===== src/timer1_map.svh =====
`ifndef TIMER1_MAP_SVH
`define TIMER1_MAP_SVH

// i/o addresses of the registers
`define T1_ADDR_IRQ_FLAGS   8'h16
`define T1_ADDR_GEN_CTRL    8'h23
`define T1_ADDR_IRQ_MASK    8'h6f
`define T1_ADDR_CAPT_LOW    8'h86
`define T1_ADDR_CAPT_HIGH   8'h87

// reset values
`define T1_RST_IRQ_FLAGS    8'h00
`define T1_RST_GEN_CTRL     8'h00
`define T1_RST_IRQ_MASK     8'h00
`define T1_RST_CAPT         16'h0000
`define T1_RST_LATCH        8'h00

// bit positions shared by mask and flag registers
`define T1_BIT_OVERFLOW     0
`define T1_BIT_COMPARE_A    1
`define T1_BIT_COMPARE_B    2
`define T1_BIT_CAPTURE      5
`define T1_IRQ_IMPL_MASK    8'h27

// general timer control bit positions
`define T1_BIT_SHARED_PSR   0
`define T1_BIT_ASYNC_PSR    1
`define T1_BIT_SYNC_HALT    7
`define T1_GEN_IMPL_MASK    8'h83

// waveform mode codes that matter here
`define T1_WGM_NORMAL       4'h0
`define T1_WGM_CTC_CMP_A    4'h4
`define T1_WGM_PC_CAPT      4'h8
`define T1_WGM_PFC_CAPT     4'ha
`define T1_WGM_CTC_CAPT     4'hc
`define T1_WGM_FAST_CAPT    4'he

`endif


===== src/timer1_pkg.sv =====
package timer1_pkg;

  typedef logic [7:0]  byte_t;
  typedef logic [15:0] word_t;
  typedef logic [3:0]  wgm_t;

  // which counter event marks an overflow in a given waveform mode
  typedef enum logic [1:0] {
    ovf_at_max    = 2'h0,
    ovf_at_top    = 2'h1,
    ovf_at_bottom = 2'h2
  } ovf_src_t;

endpackage : timer1_pkg


===== src/capture_edge_detect.sv =====
`timescale 1ns/1ps

// picks the selected edge of the capture pin as a one-cycle pulse
module capture_edge_detect (
  // clock and reset
  input  wire logic ref_clk,
  input  wire logic nrst,
  // pin side
  input  wire logic pin_level,
  input  wire logic rising_sel,
  input  wire logic pin_enable,
  // event
  output logic      edge_pulse
);

  logic pin_prev;

  // previous level; pin is already synchronous to ref_clk
  always_ff @(posedge ref_clk or negedge nrst) begin
    if (!nrst) begin
      pin_prev <= 1'b0;
    end else begin
      pin_prev <= pin_level;
    end
  end

  // zero picks the falling edge, one the rising edge
  wire rise_seen = pin_level & ~pin_prev;
  wire fall_seen = ~pin_level & pin_prev;
  assign edge_pulse = pin_enable & (rising_sel ? rise_seen : fall_seen);

endmodule : capture_edge_detect


===== src/timer1_capture_irq_prescaler.sv =====
`timescale 1ns/1ps
`include "timer1_map.svh"

module timer1_capture_irq_prescaler (
  // clock and reset
  input  wire logic              ref_clk,
  input  wire logic              nrst,
  // internal i/o bus
  input  wire logic [7:0]        io_addr,
  input  wire logic              io_we,
  input  wire logic              io_re,
  input  wire timer1_pkg::byte_t io_wdata,
  output timer1_pkg::byte_t      io_rdata,
  // shared high-byte latch, for the other 16-bit registers
  input  wire logic              ext_latch_we,
  input  wire timer1_pkg::byte_t ext_latch_data,
  output timer1_pkg::byte_t      high_byte_latch,
  // counter unit
  input  wire logic              timer_tick,
  input  wire timer1_pkg::word_t counter_value,
  input  wire timer1_pkg::word_t compare_a_value,
  input  wire timer1_pkg::word_t compare_b_value,
  input  wire timer1_pkg::wgm_t  waveform_mode_field,
  input  wire logic              counter_at_max,
  input  wire logic              counter_at_top,
  input  wire logic              counter_at_bottom,
  input  wire logic              force_compare_a_strobe,
  input  wire logic              force_compare_b_strobe,
  output logic                   capture_is_top,
  output timer1_pkg::word_t      capture_value_reg,
  // capture pin
  input  wire logic              capture_input_pin,
  input  wire logic              capture_edge_select,
  // interrupt controller
  input  wire logic              global_irq_enable,
  input  wire logic              capture_vector_ack,
  input  wire logic              compare_b_vector_ack,
  input  wire logic              compare_a_vector_ack,
  input  wire logic              overflow_vector_ack,
  output logic                   capture_irq,
  output logic                   compare_b_irq,
  output logic                   compare_a_irq,
  output logic                   overflow_irq,
  // prescaler control
  output logic                   sync_halt_mode,
  output logic                   shared_prescaler_reset,
  output logic                   async_prescaler_reset
);

  ////////////////////////////////////////////////////////////////////////////
  // declarations

  timer1_pkg::byte_t  timer1_irq_mask;
  timer1_pkg::byte_t  timer1_irq_flags;
  timer1_pkg::byte_t  general_timer_control;
  timer1_pkg::ovf_src_t ovf_src;

  logic [3:0] flag_q;
  logic [3:0] flag_set;
  logic [3:0] flag_w1c;
  logic [3:0] flag_ack;
  logic [3:0] flag_en;
  logic [3:0] irq_req;

  logic match_a_armed;
  logic match_b_armed;
  logic pin_capture;
  logic capture_event;

  ////////////////////////////////////////////////////////////////////////////
  // address decode

  // full 8-bit compare; the i/o space has no mirrors, so an address
  // that matches none of these reads as zero and ignores writes
  wire sel_flags = (io_addr == `T1_ADDR_IRQ_FLAGS);
  wire sel_gen   = (io_addr == `T1_ADDR_GEN_CTRL);
  wire sel_mask  = (io_addr == `T1_ADDR_IRQ_MASK);
  wire sel_low   = (io_addr == `T1_ADDR_CAPT_LOW);
  wire sel_high  = (io_addr == `T1_ADDR_CAPT_HIGH);

  wire we_flags = io_we & sel_flags;
  wire we_gen   = io_we & sel_gen;
  wire we_mask  = io_we & sel_mask;
  wire we_low   = io_we & sel_low;
  wire we_high  = io_we & sel_high;
  wire re_low   = io_re & sel_low;

  ////////////////////////////////////////////////////////////////////////////
  // waveform mode decode

  // the four modes in which the capture register defines TOP
  wire wgm_capt_top = (waveform_mode_field == `T1_WGM_PC_CAPT)
                    | (waveform_mode_field == `T1_WGM_PFC_CAPT)
                    | (waveform_mode_field == `T1_WGM_CTC_CAPT)
                    | (waveform_mode_field == `T1_WGM_FAST_CAPT);
  assign capture_is_top = wgm_capt_top;

  wire wgm_non_pwm = (waveform_mode_field == `T1_WGM_NORMAL)
                   | (waveform_mode_field == `T1_WGM_CTC_CMP_A)
                   | (waveform_mode_field == `T1_WGM_CTC_CAPT);

  // fast pwm decode takes modes 5,6,7,13,14,15: bit 2 set with a nonzero low pair
  wire wgm_fast = waveform_mode_field[2] & (waveform_mode_field[1:0] != 2'h0);

  // normal and ctc count past max; fast pwm flags at top, others at bottom
  assign ovf_src = wgm_non_pwm ? timer1_pkg::ovf_at_max
                 : wgm_fast    ? timer1_pkg::ovf_at_top
                 :               timer1_pkg::ovf_at_bottom;

  ////////////////////////////////////////////////////////////////////////////
  // capture pin

  // pin is cut off while the capture register is TOP
  capture_edge_detect u_edge (
    .ref_clk    (ref_clk),
    .nrst       (nrst),
    .pin_level  (capture_input_pin),
    .rising_sel (capture_edge_select),
    .pin_enable (~wgm_capt_top),
    .edge_pulse (pin_capture)
  );

  // the capture event keeps its own name so a noise filter or a second
  // trigger source can be merged here without touching the flag logic
  assign capture_event = pin_capture;

  ////////////////////////////////////////////////////////////////////////////
  // capture register and shared high-byte latch

  // a capture outranks a cpu low-byte write landing in the same cycle,
  // since the counter snapshot cannot be repeated later
  always_ff @(posedge ref_clk or negedge nrst) begin
    if (!nrst) begin
      capture_value_reg <= `T1_RST_CAPT;
    end else if (capture_event) begin
      capture_value_reg <= counter_value;
    end else if (we_low) begin
      capture_value_reg <= {high_byte_latch, io_wdata};
    end
  end

  // latch: filled by a high-byte write or a low-byte read of any 16-bit reg
  always_ff @(posedge ref_clk or negedge nrst) begin
    if (!nrst) begin
      high_byte_latch <= `T1_RST_LATCH;
    end else if (we_high) begin
      high_byte_latch <= io_wdata;
    end else if (re_low) begin
      high_byte_latch <= capture_value_reg[15:8];
    end else if (ext_latch_we) begin
      high_byte_latch <= ext_latch_data;
    end
  end

  ////////////////////////////////////////////////////////////////////////////
  // compare match detection

  // the match is seen on one tick and flagged on the next one
  wire match_a = timer_tick & (counter_value == compare_a_value);
  wire match_b = timer_tick & (counter_value == compare_b_value);

  // the armed bits only move on a tick, so a match that the counter unit
  // holds for many ref_clk cycles between ticks still flags only once
  always_ff @(posedge ref_clk or negedge nrst) begin
    if (!nrst) begin
      match_a_armed <= 1'b0;
      match_b_armed <= 1'b0;
    end else if (timer_tick) begin
      match_a_armed <= match_a;
      match_b_armed <= match_b;
    end
  end

  // forced compare strobes act on the waveform unit only; they are
  // deliberately not part of any flag set term here
  wire force_seen = force_compare_a_strobe | force_compare_b_strobe;

  ////////////////////////////////////////////////////////////////////////////
  // flag set, clear and request terms

  // a counter unit that reports max, top and bottom in one cycle is
  // harmless: only the source picked by the mode reaches the flag
  // overflow point selected by the waveform mode
  wire ovf_event = (ovf_src == timer1_pkg::ovf_at_max)    ? counter_at_max
                 : (ovf_src == timer1_pkg::ovf_at_top)    ? counter_at_top
                 :                                          counter_at_bottom;

  // capture flag source swaps to TOP when the capture register is TOP
  wire capt_flag_event = wgm_capt_top ? counter_at_top : capture_event;

  // index 0 overflow, 1 compare a, 2 compare b, 3 capture
  assign flag_set[0] = ovf_event;
  assign flag_set[1] = timer_tick & match_a_armed;
  assign flag_set[2] = timer_tick & match_b_armed;
  assign flag_set[3] = capt_flag_event;

  assign flag_w1c[0] = we_flags & io_wdata[`T1_BIT_OVERFLOW];
  assign flag_w1c[1] = we_flags & io_wdata[`T1_BIT_COMPARE_A];
  assign flag_w1c[2] = we_flags & io_wdata[`T1_BIT_COMPARE_B];
  assign flag_w1c[3] = we_flags & io_wdata[`T1_BIT_CAPTURE];

  assign flag_ack[0] = overflow_vector_ack;
  assign flag_ack[1] = compare_a_vector_ack;
  assign flag_ack[2] = compare_b_vector_ack;
  assign flag_ack[3] = capture_vector_ack;

  assign flag_en[0] = timer1_irq_mask[`T1_BIT_OVERFLOW];
  assign flag_en[1] = timer1_irq_mask[`T1_BIT_COMPARE_A];
  assign flag_en[2] = timer1_irq_mask[`T1_BIT_COMPARE_B];
  assign flag_en[3] = timer1_irq_mask[`T1_BIT_CAPTURE];

  ////////////////////////////////////////////////////////////////////////////
  // per-flag logic

  // a set arriving with a clear wins, so no event is ever dropped
  // a vector ack that loses to a new set leaves the flag pending, which
  // only re-enters the handler; losing an event would be worse
  genvar gi;
  generate
    for (gi = 0; gi < 4; gi = gi + 1) begin : g_flag
      always_ff @(posedge ref_clk or negedge nrst) begin
        if (!nrst) begin
          flag_q[gi] <= 1'b0;
        end else if (flag_set[gi]) begin
          flag_q[gi] <= 1'b1;
        end else if (flag_w1c[gi] | flag_ack[gi]) begin
          flag_q[gi] <= 1'b0;
        end
      end

      // request is a plain and of enable, global flag and pending flag
      assign irq_req[gi] = flag_en[gi] & global_irq_enable & flag_q[gi];
    end
  endgenerate

  assign overflow_irq  = irq_req[0];
  assign compare_a_irq = irq_req[1];
  assign compare_b_irq = irq_req[2];
  assign capture_irq   = irq_req[3];

  // flag register image; unused positions tie to zero
  always_comb begin
    timer1_irq_flags = `T1_RST_IRQ_FLAGS;
    timer1_irq_flags[`T1_BIT_OVERFLOW]  = flag_q[0];
    timer1_irq_flags[`T1_BIT_COMPARE_A] = flag_q[1];
    timer1_irq_flags[`T1_BIT_COMPARE_B] = flag_q[2];
    timer1_irq_flags[`T1_BIT_CAPTURE]   = flag_q[3];
  end

  ////////////////////////////////////////////////////////////////////////////
  // interrupt mask register

  // only implemented bits are stored, so the rest stay zero on read
  always_ff @(posedge ref_clk or negedge nrst) begin
    if (!nrst) begin
      timer1_irq_mask <= `T1_RST_IRQ_MASK;
    end else if (we_mask) begin
      timer1_irq_mask <= io_wdata & `T1_IRQ_IMPL_MASK;
    end
  end

  ////////////////////////////////////////////////////////////////////////////
  // general timer control

  // write data fields of the control register; the async reset sits at
  // bit 1, and software that has no asynchronous timer leaves it zero
  wire wr_sync  = io_wdata[`T1_BIT_SYNC_HALT];
  wire wr_shared = io_wdata[`T1_BIT_SHARED_PSR];
  wire wr_async = io_wdata[`T1_BIT_ASYNC_PSR];

  // reset bits hold while sync mode is on and drop on the next cycle
  // otherwise; a written one therefore always gives at least one
  // cycle of prescaler reset even outside sync mode
  wire next_shared = we_gen ? wr_shared : (shared_prescaler_reset & sync_halt_mode);
  wire next_async  = we_gen ? wr_async  : (async_prescaler_reset & sync_halt_mode);

  always_ff @(posedge ref_clk or negedge nrst) begin
    if (!nrst) begin
      sync_halt_mode         <= 1'b0;
      shared_prescaler_reset <= 1'b0;
      async_prescaler_reset  <= 1'b0;
    end else begin
      if (we_gen) begin
        sync_halt_mode <= wr_sync;
      end
      shared_prescaler_reset <= next_shared;
      async_prescaler_reset  <= next_async;
    end
  end

  // writing sync mode to zero lets the bits fall together next cycle,
  // so every halted timer resumes on the same edge
  always_comb begin
    general_timer_control = `T1_RST_GEN_CTRL;
    general_timer_control[`T1_BIT_SYNC_HALT]  = sync_halt_mode;
    general_timer_control[`T1_BIT_SHARED_PSR] = shared_prescaler_reset;
    general_timer_control[`T1_BIT_ASYNC_PSR]  = async_prescaler_reset;
  end

  ////////////////////////////////////////////////////////////////////////////
  // read data

  // high-byte read returns the latch, not the live register, so the
  // pair read low-then-high stays coherent across a capture
  wire [7:0] rd_mux = sel_flags ? timer1_irq_flags
                    : sel_gen   ? general_timer_control
                    : sel_mask  ? timer1_irq_mask
                    : sel_low   ? capture_value_reg[7:0]
                    : sel_high  ? high_byte_latch
                    :             8'h00;

  // read data held until the next read; unmapped addresses give zero
  always_ff @(posedge ref_clk or negedge nrst) begin
    if (!nrst) begin
      io_rdata <= 8'h00;
    end else if (io_re) begin
      io_rdata <= rd_mux;
    end
  end

  // a forced compare has no effect on this block; the wire is kept
  // only so the strobe visibly terminates here
  wire unused_force = force_seen & 1'b0;

endmodule : timer1_capture_irq_prescaler


===== config.mk =====
export PLATFORM = sky130hd
export DESIGN_NAME = timer1_capture_irq_prescaler
export DESIGN_NICKNAME = d
export VERILOG_FILES = /design/src/timer1_pkg.sv /design/src/capture_edge_detect.sv /design/src/timer1_capture_irq_prescaler.sv
export VERILOG_INCLUDE_DIRS = /design/src /design/src/src
export SDC_FILE = /design/constraint.sdc
export NUM_CORES = 1
export LEC_CHECK = 0
export BUFFER_PORTS_ARGS = -buffer_cell sky130_fd_sc_hd__buf_2
export CORE_ASPECT_RATIO = 1.1
export CORE_MARGIN = 2
export CORE_UTILIZATION = 47
export CTS_BUF_LIST = sky130_fd_sc_hd__clkbuf_8 sky130_fd_sc_hd__clkbuf_16
export DETAILED_ROUTE_END_ITERATION = 10
export HOLD_SLACK_MARGIN = 0.06
export PLACE_DENSITY = 0.8
export SLEW_MARGIN = 20
export SYNTH_ARGS = -nofsm -noshare
export SYNTH_HDL_FRONTEND = slang
export SYNTH_SLANG_ARGS = --single-unit

===== constraint.sdc =====
create_clock -name ref_clk -period 5.06 [get_ports ref_clk]
set_input_delay 0 -clock ref_clk [delete_from_list [all_inputs] [get_ports ref_clk]]
set_output_delay 0 -clock ref_clk [all_outputs]
set_load 0.02 [all_outputs]

==> out/metrics.yaml <==
sta:
  drv_slew: 0
  finalSetupTns_ns: 0
  fmax_ghz: 0.394
  slew_headroom_pct: 39.5
  min_period_over_period_pct: 50.1
  grt_setup_unrepaired: "no"
  worst_pin_slew_ns: 0.904
  final.min_clock_period_ns: 2.54
  final.setup_skew_ns: 0.00627
  hold_violations: 0
  finalSetupViolCount: 0
die:
  fp.coreArea_mm2: 0.00612
  rows: 30
  dieWidth_um: 79.6
  dieArea_mm2: 0.00694
  die_y_um: 87.2
  initial_core_util_pct: 48.3
  ios: 134
global_route:
  grt_first_pass_wirelength_mm: 13.6
  grt_max_degree: 47
  grt_pass1_vias: 2743
  antenna_found_initial: 0
  grt.overflow.total: 0
  track_usage_pct: 25.3
logic_synthesis:
  ys_ff_latch: 46
  synth_top_cell_area_share_pct: 38.9
  synth-simple-area-share_pct: 14.4
  synth_top_family_by_area: "multiplexers"
  synth_compound_area_share_pct: 15.9
  synth_warnings: 0
  synth_xor_area_share_pct: 9.48
  synth_edf_count: 0
  yosys.cell_types.count: 51
  synth_area_per_cell_um2: 10.4
  synthTopCellsByArea: "dfrtp_1 39%, mux2_2 13%, xnor2_1 9.5%, and3_1 2.5%, inv_1 2.4%"
  syn_inst: 284
  synth-seq-area-share_pct: 38.9
  synth_fp_nets: 378
  synthFlopType: "dfrtp_1"
  synth.mux.area_fraction_pct: 16.6
  synth_fa_ha_area_share_pct: 0
  synth_top_area_cell: "dfrtp_1"
  synthArstFlopShare_pct: 100
  yosys.cell_count.top_type: "dfrtp_1"
  synth_common_cells: "46 x dfrtp_1, 33 x mux2_2, 32 x xnor2_1"
  synth_area_mm2: 0.00296
pwr:
  p_seq_share_pct: 46.2
  p_clk_share_pct: 23.9
  p_int_w: 0.000658
  power_switching_w: 0.000328
  p_leak_nw: 1.84
  power_frac_comb_pct: 29.9
  ir_drop_v: 0.000127
  powerDensity_mw_per_mm2: 253
  power.share.switching_pct: 33.3
cells_and_area:
  synthToLayoutAreaGrowth_pct: 32.1
  final_cells: 506
  largest_register_ffs: 16
  nNetsFinal: 519
  num_antenna_cells: 0
  drive_gt1_share_pct: 42.7
placed_design:
  port_buffers: 131
  placedCellCount: 483
  dp_hpwl_mm: 6.55
  place_congestion: 0.888
clocking:
  postCtsResizedCells: 0
  cts_tree: "done"
  numCtsBuffers: 5
  cts_sinks: 46
  root_buffer: "clkbuf_8"
  insertion_delay_ns: 0.30
  cts_buffer_depth: 2
  holdBufCountCts: 15
  post_cts_buffers: 0
  clk_pin_slew_ns: 0.08
  htreeDepth: 2
route:
  drtAntennaViolNets: 0
  drc: 0
  vias: 2893
  wirelength_mm: 8.73
  drt_iter0_drc: 221
  dr.pass1.iters: 4
  wire_per_inst_um: 17.2
  via_per_inst: 5.72
worst_setup_path:
  cp_max_fo: 19
  reg2regPathDepth: 4
  arrival_ns: 2.72
  end_kind: "flop"
  critical_path_class: "input port to flop"
  cp.required_ns: 5.25
  crit_path_start_kind: "input port"
outcome:
  outcome: "completed"
run:
  max_cap_viol_count: 0
min_path:
  hold_path.class: "input port to flop"
  hold_depth: 3
## path summary, 6_finish.rpt
kind | start | endpoint | slack (ns)
max | capture_input_pin | capture_value_reg[1]$_DFFE_PN0P_ | 2.52
min | ext_latch_data[5] | high_byte_latch[5]$_DFFE_PN0P_ | 0.06
max reg2reg | u_edge.pin_prev$_DFF_PN0_ | capture_value_reg[1]$_DFFE_PN0P_ | 2.56
min reg2reg | match_b_armed$_DFFE_PN0P_ | flag_q[2]$_DFFE_PN0P_ | 0.51
max in group asynchronous | nrst | io_rdata[3]$_DFFE_PN0P_ | 4.40
min in group asynchronous | nrst | async_prescaler_reset$_DFF_PN0_ | 0.24
## power by group through the flow
stage	Combinational (W)	Sequential (W)	Clock [W]
floorplan	0.000111	0.000504	0
global placement	0.000281	0.000459	0
detailed placement	0.000286	0.000461	0
CTS	0.000296	0.000454	0.000240
global route	0.000319	0.000461	0.000255
finish	0.000295	0.000455	0.000236
## logic make-up after synthesis
logic type / Yosys count
AO/OA/AOI/OAI: 61
XOR/XNOR: 32
buffers and inverters: 32
flip-flops: 46
multiplexers: 44
AND/OR/NAND/NOR: 69
## final cells by class
cell class | count | area [um2]
clock buffer | 6 | 82.6
fill | 510 | 2210
tap | 80 | 100
clock inverter | 2 | 12.5
inverter | 19 | 71.3
timing repair buffer | 147 | 816
multi-input combinational | 206 | 1670
sequential | 46 | 1150
## critical path, cell delays in order
cell and delay, ns:
dlygate4sd3_1 0.53, buf_2 0.13, or3b_1 0.41, a21oi_4 0.54, nand2b_1 0.69, mux2_2 0.41
## placed cells by master (no fill, tap or decap), types with 4 or more instances in the layout
master         netlist  layout
a211oi_1             6       6
a21oi_1              5       5
a22oi_1              6       6
a311oi_1             5       5
a31oi_1              7       7
and3_1              12      12
buf_2                6     130
clkbuf_8             0       6
dfrtp_1             46      46
dlygate4sd3_1        0      15
inv_1               19      19
mux2_2              33      33
mux2i_1              7       7
nand2_1              8       8
nand3_1              7       7
nand4_1              8       8
nor2_1              14      14
o221ai_1             4       4
o32ai_1              4       4
xnor2_1             32      32
## metal layers
layer	GRT usage [%]	up-vias	wire length, um
met4	7.84	0	165
met5	0	-	0
met3	4.05	13	598
met2	43.2	126	4370
met1	33.0	1397	3600
li1	-	1357	-
## stage by stage
| stage | setup slack (ns) | util (%) | hold WS (ns) | cell area (um2) | power, W |
|---|---|---|---|---|---|
| 2_1_floorplan | 3.16 | - | -0.296 | 2960 | 0.000614 |
| 3_3_place_gp | 2.58 | 59.8 | 0.132 | 3660 | 0.000740 |
| 3_5_place_dp | 2.54 | 59.8 | 0.136 | 3660 | 0.000748 |
| 4_1_cts | 2.50 | 63.8 | 0.0644 | 3900 | 0.000991 |
| 5_1_grt | 2.41 | 63.8 | 0.0737 | 3910 | 0.00103 |
| 6_report | 2.52 | 63.8 | 0.0642 | 3910 | 0.000986 |
Note: power is estimated with default switching activity, not from simulation.
